--- src/include/acc_params.svh ---
`ifndef ACC_PARAMS_SVH
`define ACC_PARAMS_SVH

// Register offsets on the host port.
`define ACC_OFF_CH2_OCAL_LOW   6'h15
`define ACC_OFF_CH2_GCAL_HIGH  6'h16
`define ACC_OFF_CH2_GCAL_LOW   6'h17
`define ACC_OFF_CH3_CONFIG     6'h18
`define ACC_OFF_CH3_OCAL_HIGH  6'h19
`define ACC_OFF_CH3_OCAL_LOW   6'h1A
`define ACC_OFF_CH2_OCAL_HIGH  6'h14
`define ACC_OFF_APPLY_STATUS   6'h3F

// Reset values.
`define ACC_RST_ZERO           16'h0000
`define ACC_RST_GAIN_HIGH      16'h8000

// Field positions.
`define ACC_LOW_FIELD_MSB      15
`define ACC_LOW_FIELD_LSB      8
`define ACC_PHASE_MSB          15
`define ACC_PHASE_LSB          6
`define ACC_DCOFF_BIT          2
`define ACC_MUX_MSB            1
`define ACC_MUX_LSB            0

`endif

--- src/include/acc_pkg.sv ---
package acc_pkg;
    // Input routing choices for channel 3.
    typedef enum logic [1:0] {
        ACC_IN_NORMAL  = 2'h0,
        ACC_IN_SHORTED = 2'h1,
        ACC_IN_TEST_POS = 2'h2,
        ACC_IN_TEST_NEG = 2'h3
    } acc_input_sel_t;

    // Applied correction set for the datapath.
    typedef struct packed {
        logic [23:0] chan2_offset;
        logic [23:0] chan2_gain;
        logic [23:0] chan3_offset;
        logic [9:0]  chan3_phase;
        logic        chan3_dc_off;
        logic [1:0]  chan3_mux;
    } acc_cal_set_t;
endpackage : acc_pkg

--- src/include/acc_reg_if.sv ---
// Register write path shared between the bank and its word-register leaves.
interface acc_reg_if;
    logic [5:0]  address;
    logic [15:0] write_data;
    logic        write_strobe;

    modport bank (output address, output write_data, output write_strobe);
    modport leaf (input address, input write_data, input write_strobe);
endinterface : acc_reg_if

--- src/logic/acc_cal_regs.sv ---
`include "acc_params.svh"

// Operation
// - Channel 2 offset bits 7:0 live in bits 15:8 of the channel 2 offset low register.
// - Low bytes of calibration low registers and config bits 5:3 are read-only zero.
// - Channel 2 gain bits 23:8 fill the gain high register, which resets to 8000h for unity gain.
// - Each 24-bit gain is unsigned, spanning zero to just under 2.0 in steps of 2^-23... scaled as 1.23 fixed point.
// - Channel 2 gain bits 7:0 sit in bits 15:8 of the gain low register, reset zero.
// - Channel 3 phase delay is a ten-bit signed count in config bits 15:6, reset zero.
// - Config bit 2 low defers to the global DC filter setting, high turns the filter off for channel 3.
// - Config bits 1:0 pick normal pins, shorted inputs, positive test or negative test for channel 3.
// - Channel 3 offset bits 23:8 fill the offset high register, reset zero.
module acc_cal_regs
    import acc_pkg::*;
(
    // Clock and reset.
    input  wire logic        clock,
    input  wire logic        reset,
    // Host register port.
    input  wire logic [5:0]  reg_address,
    input  wire logic [15:0] reg_write_data,
    input  wire logic        reg_write_strobe,
    input  wire logic        reg_read_strobe,
    output logic [15:0]      reg_read_data,
    // Datapath timing and global setting.
    input  wire logic        conversion_boundary,
    input  wire logic        global_dc_filter_setting,
    // Applied channel 2 corrections.
    output logic [23:0]      chan2_offset_trim,
    output logic [23:0]      chan2_gain_trim,
    // Applied channel 3 settings.
    output logic [23:0]      chan3_offset_trim,
    output logic [9:0]       chan3_phase_delay,
    output logic             chan3_dc_filter_enable,
    output logic             chan3_short_inputs,
    output logic             chan3_connect_pins,
    output logic             chan3_test_positive,
    output logic             chan3_test_negative,
    // Pending-update flag.
    output logic             update_pending
);
    localparam logic [15:0] LOW_MASK = 16'hFF00;
    localparam logic [15:0] CFG_MASK = 16'hFFC7;
    localparam logic [15:0] ALL_MASK = 16'hFFFF;

    acc_reg_if wr_bus ();

    // The bank forwards the host write path straight to the leaves.
    assign wr_bus.address      = reg_address;
    assign wr_bus.write_data   = reg_write_data;
    assign wr_bus.write_strobe = reg_write_strobe;

    logic [15:0] ch2_offset_cal_high_q;
    logic [15:0] ch2_offset_cal_low_q;
    logic [15:0] ch2_gain_cal_high_q;
    logic [15:0] ch2_gain_cal_low_q;
    logic [15:0] ch3_channel_config_q;
    logic [15:0] ch3_offset_cal_high_q;
    logic [15:0] ch3_offset_cal_low_q;

    // Channel 2 offset high word is kept so the 24-bit offset is whole.
    acc_word_reg #(.OFFSET(`ACC_OFF_CH2_OCAL_HIGH), .RST(`ACC_RST_ZERO), .WR_MASK(ALL_MASK)) u_ch2_oh (
        .clock   (clock),
        .reset   (reset),
        .bus     (wr_bus),
        .value_q (ch2_offset_cal_high_q)
    );
    // Channel 2 offset low word, byte 15:8 only.
    acc_word_reg #(.OFFSET(`ACC_OFF_CH2_OCAL_LOW), .RST(`ACC_RST_ZERO), .WR_MASK(LOW_MASK)) u_ch2_ol (
        .clock   (clock),
        .reset   (reset),
        .bus     (wr_bus),
        .value_q (ch2_offset_cal_low_q)
    );
    // Gain high resets to unity.
    acc_word_reg #(.OFFSET(`ACC_OFF_CH2_GCAL_HIGH), .RST(`ACC_RST_GAIN_HIGH), .WR_MASK(ALL_MASK)) u_ch2_gh (
        .clock   (clock),
        .reset   (reset),
        .bus     (wr_bus),
        .value_q (ch2_gain_cal_high_q)
    );
    acc_word_reg #(.OFFSET(`ACC_OFF_CH2_GCAL_LOW), .RST(`ACC_RST_ZERO), .WR_MASK(LOW_MASK)) u_ch2_gl (
        .clock   (clock),
        .reset   (reset),
        .bus     (wr_bus),
        .value_q (ch2_gain_cal_low_q)
    );
    // Config: bits 5:3 are masked off at the write.
    acc_word_reg #(.OFFSET(`ACC_OFF_CH3_CONFIG), .RST(`ACC_RST_ZERO), .WR_MASK(CFG_MASK)) u_ch3_channel_config (
        .clock   (clock),
        .reset   (reset),
        .bus     (wr_bus),
        .value_q (ch3_channel_config_q)
    );
    acc_word_reg #(.OFFSET(`ACC_OFF_CH3_OCAL_HIGH), .RST(`ACC_RST_ZERO), .WR_MASK(ALL_MASK)) u_ch3_oh (
        .clock   (clock),
        .reset   (reset),
        .bus     (wr_bus),
        .value_q (ch3_offset_cal_high_q)
    );
    acc_word_reg #(.OFFSET(`ACC_OFF_CH3_OCAL_LOW), .RST(`ACC_RST_ZERO), .WR_MASK(LOW_MASK)) u_ch3_ol (
        .clock   (clock),
        .reset   (reset),
        .bus     (wr_bus),
        .value_q (ch3_offset_cal_low_q)
    );

    // Staged 24-bit values assembled from high word and low byte.
    acc_cal_set_t staged_w;
    assign staged_w.chan2_offset = {ch2_offset_cal_high_q,
                                    ch2_offset_cal_low_q[`ACC_LOW_FIELD_MSB:`ACC_LOW_FIELD_LSB]};
    assign staged_w.chan2_gain   = {ch2_gain_cal_high_q,
                                    ch2_gain_cal_low_q[`ACC_LOW_FIELD_MSB:`ACC_LOW_FIELD_LSB]};
    assign staged_w.chan3_offset = {ch3_offset_cal_high_q,
                                    ch3_offset_cal_low_q[`ACC_LOW_FIELD_MSB:`ACC_LOW_FIELD_LSB]};
    assign staged_w.chan3_phase  = ch3_channel_config_q[`ACC_PHASE_MSB:`ACC_PHASE_LSB];
    assign staged_w.chan3_dc_off = ch3_channel_config_q[`ACC_DCOFF_BIT];
    assign staged_w.chan3_mux    = ch3_channel_config_q[`ACC_MUX_MSB:`ACC_MUX_LSB];

    // Any write to a mapped calibration word marks the staged set dirty.
    wire write_hit_w = reg_write_strobe &&
                       (reg_address >= `ACC_OFF_CH2_OCAL_HIGH) &&
                       (reg_address <= `ACC_OFF_CH3_OCAL_LOW);

    acc_cal_set_t applied_q;
    logic         pending_q;

    // The applied set changes only at a conversion boundary, so a half-written
    // high/low pair never reaches the datapath mid-conversion. A write in the
    // same cycle as a boundary is caught again at the next one.
    wire          pending_d = write_hit_w ? 1'b1 : (conversion_boundary ? 1'b0 : pending_q);
    acc_cal_set_t reset_set_w;
    assign reset_set_w = '{chan2_offset: 24'h000000, chan2_gain: {`ACC_RST_GAIN_HIGH, 8'h00},
                           chan3_offset: 24'h000000, chan3_phase: 10'h000, chan3_dc_off: 1'b0,
                           chan3_mux: 2'h0};

    always_ff @(posedge clock) begin
        if (reset) begin
            applied_q <= reset_set_w;
            pending_q <= 1'b0;
        end else begin
            if (conversion_boundary) begin
                applied_q <= staged_w;
            end
            pending_q <= pending_d;
        end
    end

    assign chan2_offset_trim = applied_q.chan2_offset;
    assign chan2_gain_trim   = applied_q.chan2_gain;
    assign chan3_offset_trim = applied_q.chan3_offset;
    assign chan3_phase_delay = applied_q.chan3_phase;
    assign update_pending    = pending_q;

    // DC filter runs only when the channel is not forced off and the global setting allows it.
    assign chan3_dc_filter_enable = global_dc_filter_setting && !applied_q.chan3_dc_off;

    // Input routing decode, exactly one selection active.
    acc_input_sel_t mux_w;
    assign mux_w               = acc_input_sel_t'(applied_q.chan3_mux);
    assign chan3_connect_pins  = (mux_w == ACC_IN_NORMAL);
    assign chan3_short_inputs  = (mux_w == ACC_IN_SHORTED);
    assign chan3_test_positive = (mux_w == ACC_IN_TEST_POS);
    assign chan3_test_negative = (mux_w == ACC_IN_TEST_NEG);

    // Read decode; unmapped addresses read as zero.
    logic [15:0] read_mux_w;
    always_comb begin
        if (reg_address == `ACC_OFF_CH2_OCAL_HIGH) begin
            read_mux_w = ch2_offset_cal_high_q;
        end else if (reg_address == `ACC_OFF_CH2_OCAL_LOW) begin
            read_mux_w = ch2_offset_cal_low_q;
        end else if (reg_address == `ACC_OFF_CH2_GCAL_HIGH) begin
            read_mux_w = ch2_gain_cal_high_q;
        end else if (reg_address == `ACC_OFF_CH2_GCAL_LOW) begin
            read_mux_w = ch2_gain_cal_low_q;
        end else if (reg_address == `ACC_OFF_CH3_CONFIG) begin
            read_mux_w = ch3_channel_config_q;
        end else if (reg_address == `ACC_OFF_CH3_OCAL_HIGH) begin
            read_mux_w = ch3_offset_cal_high_q;
        end else if (reg_address == `ACC_OFF_CH3_OCAL_LOW) begin
            read_mux_w = ch3_offset_cal_low_q;
        end else if (reg_address == `ACC_OFF_APPLY_STATUS) begin
            read_mux_w = {15'h0000, pending_q};
        end else begin
            read_mux_w = 16'h0000;
        end
    end

    // Read data is registered and stands for exactly the cycle after the strobe.
    always_ff @(posedge clock) begin
        if (reset) begin
            reg_read_data <= 16'h0000;
        end else begin
            reg_read_data <= reg_read_strobe ? read_mux_w : 16'h0000;
        end
    end
endmodule : acc_cal_regs

--- src/logic/acc_word_reg.sv ---
`include "acc_params.svh"

// One writable register with a mask of writable bits; masked bits stay zero.
module acc_word_reg #(
    parameter logic [5:0]  OFFSET   = 6'h00,
    parameter logic [15:0] RST      = 16'h0000,
    parameter logic [15:0] WR_MASK  = 16'hFFFF
) (
    // Clock and reset.
    input  wire logic        clock,
    input  wire logic        reset,
    // Write path.
    acc_reg_if.leaf          bus,
    // Stored value.
    output logic [15:0]      value_q
);
    wire         hit_w = bus.write_strobe && (bus.address == OFFSET);
    wire  [15:0] value_d = hit_w ? (bus.write_data & WR_MASK) : value_q;

    // Reserved bits are masked at the write, so they can never read back nonzero.
    always_ff @(posedge clock) begin
        if (reset) begin
            value_q <= RST;
        end else begin
            value_q <= value_d;
        end
    end
endmodule : acc_word_reg

--- config.mk ---
export PLATFORM = sky130hd
export DESIGN_NAME = acc_cal_regs
export DESIGN_NICKNAME = d
export VERILOG_FILES = /design/src/include/acc_pkg.sv /design/src/include/acc_reg_if.sv /design/src/logic/acc_cal_regs.sv /design/src/logic/acc_word_reg.sv
export VERILOG_INCLUDE_DIRS = /design/src /design/src/include
export SDC_FILE = /design/constraint.sdc
export NUM_CORES = 1
export LEC_CHECK = 0
export ABC_AREA = 1
export BUFFER_PORTS_ARGS = -buffer_cell sky130_fd_sc_hd__buf_2
export CAP_MARGIN = 25
export CORE_UTILIZATION = 45
export CTS_CLUSTER_DIAMETER = 60
export DETAILED_ROUTE_END_ITERATION = 12
export MAX_ROUTING_LAYER = met4
export PLACE_DENSITY = 0.65
export SYNTH_ARGS = -nofsm -noshare
export SYNTH_HDL_FRONTEND = slang
export SYNTH_SLANG_ARGS = --single-unit
--- constraint.sdc ---
create_clock -name clock -period 1.9 [get_ports clock]
set_input_delay 0.38 -clock clock [delete_from_list [all_inputs] [get_ports clock]]
set_output_delay 0.38 -clock clock [all_outputs]
set_load 0.02 [all_outputs]
==> impl_results.md, run 1 <==
- Worst Max-Slew Pin Slew: between 600 and 700 ps
- Clk sink count: around 190
- Clock network power share: about 43%
- RSZ-0062 raised after global routing: no
- Post-synth EDFFs: 0
- Register share of total power: around 50%
- Mapped Area: 7712 um^2
- Arrival time at the worst endpoint: roughly 1100 ps
- Total wire length: 20.07 mm
- Setup bufs post-CTS: 0
- Synth unique cells: 24
- Reg2Reg Depth: 6
- PwrDens: a little under 1000 nW/um^2
- Vias in the first global route: approximately 5900
- Required @ worst endpoint: around 1500 ps
- Largest net degree at the start of global routing: about 130
- Net Sw Frac: approximately 25%
- TritonCTS buffer count: 17
- Worst-Skew Late Latency: roughly 440 ps
- Post-Syn Area per Cell: 7.682 um^2
- Cell taking the most area after synthesis: dfxtp_1
- Sequential share of the synthesized area: 48.54%
- Max IR drop VDD: 733.8 uV
- Min-delay src: reg_address[4]
- Total global routing overflow: 0
- Die width: ~130 um
- Vias per Instance: 5.057
- Startpoint Class: flip-flop
- Count leader, synth: dfxtp_1
- Max capacitance violation total: 0
- Register area: between 3000 and 4000 um^2
- Synth top area cells: dfxtp_1 49%, o21ai_0 9.0%, buf_4 8.3%
- CTS clock-pin slew for the worst setup and hold paths: ~70 ps
- Die Y: roughly 130 um
- Number of I/O port buffers: about 130
- Total negative setup slack: 0 ps
- Top_reg_cell synth: dfxtp_1
- Hold Slack: between 200 and 250 ps
- Post-CTS sizing: 0
- Clock Tree Root: clkbuf_16
- Core Box Area: 16640 um^2
- Worst clock skew: 9.387 ps
- Layout Nets: 1065
- Period utilization: about 80%
- Drt wl/cell: between 15 and 20 um
- Share of cells above drive strength 1: approximately a fifth
- Yosys top cell area share: around half
- Final hold vios: 0
- Outcome: finished clean
- Setup Viol. Count Final: 0
- Worst reg2reg startpoint: u_ch3_oh.value_q[11]$_SDFFE_PP0P_
- Via count: about 6400
- Area occupied by multi-input gates: 2788 um^2
- CTS tree: built
- Int Pwr: around 6 mW
- Top post-synthesis cells by count: 187 x dfxtp_1, 151 x nor2_1, 138 x o21ai_0, 111 x a21oi_1, 104 x nand2_1
- Final ANT Viol Nets: 0
- Leak: roughly 3.7 nW
- WS Path Type: flip-flop to output port
- Hold crit path type: input port to flip-flop
- Yosys Warn Count: 0
- Longest Clk Path Bufs: 2
- Initial Util: a little under half
- Critical Path Source: mux_w[0]$_SDFFE_PP0P_
- Max-Slew Margin vs Limit: a little under three fifths
- DRT iter0 DRCs: ~540
- Crit path max fanout: 4
- Area added between synthesis and finish: 10.82%
- First-pass iteration count of the detailed router: 6
- Logic pwr share: 7.9%
- Detailed placement HPWL: about 14 mm
- Register bit count reported by yosys: approximately 190
- Synth async-reset ratio: 0%
- Syn Inst Count: roughly 1000
- Max Clock Freq: roughly 670 MHz
- Max Slew Vio Count: 0
- Critical Path End Type: output port
- Tmin final: around 1500 ps
- GRT Overall Usage: about a quarter
- GPL Wtd Cong: roughly 0.88
- Fill count: roughly 1700
- Antenna violations before repair: 2
- H-tree levels: 4
- # IOs: approximately 130
- DRC errors left: 0
- First-pass GRT wire length: 31.66 mm
- Psw: slightly above 2 mW
- Worst hold path depth: 3
- Die area: approximately 18000 um^2
- Row count: 47
- Cts hold-fix bufs: 0
- Syn Nets: between 1000 and 1500
cell families (layout without fill, tap and decap cells):
family,Yosys count,count (layout),synth area share [%]
buffers and inverters,218,264,15.31
flip-flops,187,187,48.54
AO/OA/AOI/OAI,268,268,17.55
other,0,2,0
AND/OR/NAND/NOR,331,331,18.59
flip-flops by register name (all words and copies together) (netlist names):
name,count
mux_w,2
u_ch2_oh.value_q,16
u_ch2_gl.value_q,8
chan3_phase_delay,10
chan2_gain_trim,24
u_ch3_oh.value_q,16
u_ch2_ol.value_q,8
chan2_offset_trim,24
chan3_offset_trim,24
u_ch3_channel_config.value_q,13
update_pending,1
applied_q,1
reg_read_data,16
u_ch3_ol.value_q,8
u_ch2_gh.value_q,16
power by group through the flow:
stage                     clock (mW)  sequential [mW]  combinational (mW)
after global placement             0             4.16               0.643
final                           3.49             4.07               0.653
after global routing            3.71             4.09               0.717
after detailed placement           0             4.16               0.651
after CTS                       3.56             4.07               0.653
after floorplan                    0             4.15               0.523
per-layer routing:
metal	share of wire, %	vias up	global-route usage [%]
li1	-	3256	-
met1	45	2908	31.11
met3	7.0	38	4.751
met2	46	231	36.77
met5	0	-	-
met4	2.6	0	10.09
layout make-up:
type,count,share of cell area [%]
flip-flops and latches,187,43.80
multi-input cells,599,32.62
repair buffers,152,9.984
clock buffers,19,5.065
inverters,80,3.587
well taps,220,3.221
clock inverters,13,1.669
diodes,2,0.05856
placed cells by master, fill, tap and decap left out, drive strengths merged:
cell type	instances
clkinv	5
inv	81
nand2	110
nand3	53
o22ai	2
o211ai	4
diode	2
buf	152
nor2	158
nand4	10
o21ai	151
clkinvlp	5
a21oi	111
clkbuf	19
bufinv	2
dfxtp	187
worst paths after layout:
kind	endpoint	slack (ps)
max	chan3_short_inputs	400
max reg2reg	reg_read_data[11]$_SDFF_PP0_	850
min	update_pending$_SDFFE_PP0P_	230
min reg2reg	chan2_gain_trim[23]$_SDFFE_PP1P_	470
metrics by stage:
stage	total power, mW	setup WS, ps	cells	instance area, um^2	util [%]
after detailed placement	4.813	170.8	1238	7966	47.87
after floorplan	4.670	457.8	1004	7712	-
final	8.217	401.7	1272	8547	51.36
after global placement	4.806	207.0	1238	7966	47.87
after CTS	8.284	376.5	1270	8542	51.33
after global routing	8.512	295.5	1272	8547	51.36
worst max-delay path: stages (launching register included):
cell     delay [ps]
dfxtp_1         360
inv_1            70
nor2_1           80
buf_2           170
No activity file was read; power rests on OpenSTA's default activity.
==> run 2, diff against run 1 <==
==> constraint.sdc (replaced) <==
create_clock -name clock -period 1.4 [get_ports clock]
set_input_delay 0.28 -clock clock [delete_from_list [all_inputs] [get_ports clock]]
set_output_delay 0.28 -clock clock [all_outputs]
set_load 0.02 [all_outputs]
==> impl_results.md, run 2 (synthesis results as in run 1) <==
- Critical Path End Type: output port (unchanged)
- Register area: 3749 um^2 (was 3744 um^2)
- Antenna violations before repair: 1 (was 2)
- Number of I/O port buffers: 131 (unchanged)
- Startpoint Class: flip-flop (unchanged)
- Clock Tree Root: clkbuf_16 (unchanged)
- Drt wl/cell: 15.99 um (was 15.78 um)
- Most frequent cells in the layout: 185 x dfxtp_1, 149 x nor2_1, 138 x o21ai_0 (was 187 x dfxtp_1, 151 x nor2_1, 138 x o21ai_0)
- Required @ worst endpoint: 1120 ps (was 1520 ps)
- CP cell instances: inv_2, nor2_2, buf_6 (was inv_1, nor2_1, buf_2)
- Max Clock Freq: about 730 MHz
- Initial Util: 46.34% (unchanged)
- Worst hold path depth: 3 (unchanged)
- Layout Nets: 1094 (was 1065)
- Max-Slew Margin vs Limit: 69.36% (was 57.36%)
- Final ANT Viol Nets: 0 (unchanged)
- Via count: 6594 (was 6433)
- Critical Path Source: mux_w[0]$_SDFFE_PP0P_ (unchanged)
- Share of cells above drive strength 1: 22.38% (was 19.62%)
- RSZ-0062 raised after global routing: yes (was no)
- Period utilization: a little over nine tenths
- PwrDens: 1274 nW/um^2 (was 961.3 nW/um^2)
- Die area: 17670 um^2 (unchanged)
- Total wire length: 20.76 mm (was 20.07 mm)
- Fill count: 1651 (was 1668)
- GRT Overall Usage: 24.70% (was 24.12%)
- Worst clock skew: 8.424 ps (was 9.387 ps)
- Tmin final: between 1000 and 1500 ps
- Hold crit path type: input port to flip-flop (unchanged)
- Longest Clk Path Bufs: 2 (unchanged)
- Leak: 3.846 nW (was 3.688 nW)
- Slowest-stage cell, CP: dfxtp_2 (was dfxtp_1)
- Die width: 132.9 um (unchanged)
- Worst Max-Slew Pin Slew: 459.6 ps (was 638.9 ps)
- Setup Viol. Count Final: 0 (unchanged)
- Reg2Reg Depth: 6 (unchanged)
- WS Path Type: flip-flop to output port (unchanged)
- Min-delay src: reg_write_data[5] (was reg_address[4])
- Commonest non-fill, non-tap cell in the layout: dfxtp_1 (unchanged)
- DRC errors left: 0 (unchanged)
- First-pass iteration count of the detailed router: 5 (was 6)
- Vias per Instance: 5.080 (was 5.057)
- Outcome: finished clean (unchanged)
- Max capacitance violation total: 0 (unchanged)
- CP delay by family, top: flip-flops (unchanged)
- CTS tree: built (unchanged)
- Hold Slack: 169.0 ps (was 233.8 ps)
- Worst-Skew Late Latency: 430 ps (was 440 ps)
- Stages on the worst setup path: 3 (unchanged)
- Total global routing overflow: 0 (unchanged)
- Crit path max fanout: 4 (unchanged)
- Finished Layout Cells: 1298 (was 1272)
- GPL Wtd Cong: 0.8928 (was 0.8759)
- Worst path max stage delay: 360 ps (about the same)
- Core Box Area: 16640 um^2 (unchanged)
- Worst setup path end: chan3_short_inputs (unchanged)
- Die Y: 132.9 um (unchanged)
- Max IR drop VDD: 909.7 uV (was 733.8 uV)
- # IOs: 132 (unchanged)
- Reg-to-reg slack, setup: 400 ps (was 850 ps)
- Area added between synthesis and finish: 14.39% (was 10.82%)
- First-pass GRT wire length: 32.65 mm (was 31.66 mm)
- Max Slew Vio Count: 0 (unchanged)
- CTS clock-pin slew for the worst setup and hold paths: 70 ps (about the same)
- H-tree levels: 4 (unchanged)
- Worst reg2reg startpoint: u_ch3_channel_config.value_q[10]$_SDFFE_PP0P_ (was u_ch3_oh.value_q[11]$_SDFFE_PP0P_)
- Largest net degree at the start of global routing: 64 (was 125)
- Row count: 47 (unchanged)
- Critical R2R Capture: reg_read_data[10]$_SDFF_PP0_ (was reg_read_data[11]$_SDFF_PP0_)
- DRT iter0 DRCs: 553 (was 542)
- Area occupied by multi-input gates: 2793 um^2 (was 2788 um^2)
- Total negative setup slack: 0 ps (unchanged)
- Final hold vios: 0 (unchanged)
- Bufs and invs on worst path: 2 (unchanged)
- TritonCTS buffer count: 17 (unchanged)
- Clk sink count: 187 (unchanged)
- Detailed placement HPWL: 14.81 mm (was 14.14 mm)
- Vias in the first global route: 5988 (was 5925)
- Placed cell count: 1265 (was 1238)
- Cts hold-fix bufs: 0 (unchanged)
- Core Util, Final: 53.01% (was 51.36%)
- Arrival time at the worst endpoint: 1100 ps (was 1120 ps)
-- run 2: cell count changes in the layout (fill, tap and decap cells not counted), moves of 2 or more --
| cell | change |
|---|---|
| buf_4 | +26 |
| buf_2 | -2 |
| nor2_1 | -2 |
| dfxtp_1 | -2 |
| nor2_2 | +2 |
| inv_6 | -3 |
| clkbuf_1 | -2 |
| inv_1 | -2 |
| buf_6 | +2 |
| inv_2 | +2 |
| clkbuf_8 | +2 |
| buf_12 | +3 |
-- run 2: timing repair --
item,CTS,global route
gates resized for setup,3,8
buffers inserted,0,2
setup endpoints to repair,2,2
pin swaps,0,2
-- run 2: cell type report --
| cell class | instances | area share (%) |
|---|---|---|
| repair buffers | 181 | 12.71 |
| multi-input cells | 599 | 31.66 |
| clock buffers | 19 | 5.134 |
| clock inverters | 11 | 1.390 |
| diodes | 1 | 0.02836 |
| flip-flops and latches | 187 | 42.49 |
| inverters | 80 | 3.475 |
| well taps | 220 | 3.120 |
-- run 2: through the flow --
stage / cell area [um^2] / total power [mW] / setup WS (ps)
2_1_floorplan: 7712 / 6.337 / 57.79
3_3_place_gp: 8207 / 6.561 / -134.2
3_5_place_dp: 8207 / 6.570 / -148.0
4_1_cts: 8787 / 11.27 / 22.48
5_1_grt: 8822 / 11.65 / -29.74
6_report: 8822 / 11.24 / 24.98
-- run 2: where the power goes --
part	internal [mW]	leakage, nW	switching [mW]	total [mW]
sequential	5.46	1.52	0.0703	5.53
clock	2.70	0.273	2.07	4.77
combinational	0.299	2.05	0.639	0.938
-- run 2: worst min-delay path, delay by kind of cell --
family	cells	cell delay, ps
AOI/OAI and AO/OA	1	60
and+or+nand+nor	1	80
buffers and inverters	1	120
-- run 2: layer usage --
metal | GRT usage (%) | part of all wire, % | up-vias
li1 | - | - | 3306
met1 | 33.21 | 47 | 3033
met2 | 36.97 | 46 | 219
met3 | 4.483 | 5.1 | 36
met4 | 8.876 | 2.5 | 0
met5 | - | 0 | -
-- run 2: worst min-delay path by stage --
| stage | end | slack, ps |
|---|---|---|
| floorplan | u_ch2_gh.value_q[15]$_SDFFE_PP1P_ | 390 |
| global placement | u_ch3_oh.value_q[2]$_SDFFE_PP0P_ | 460 |
| detailed placement | chan2_gain_trim[23]$_SDFFE_PP1P_ | 470 |
| CTS | u_ch3_oh.value_q[5]$_SDFFE_PP0P_ | 150 |
| global route | u_ch3_oh.value_q[5]$_SDFFE_PP0P_ | 170 |
| finish | u_ch3_oh.value_q[5]$_SDFFE_PP0P_ | 170 |
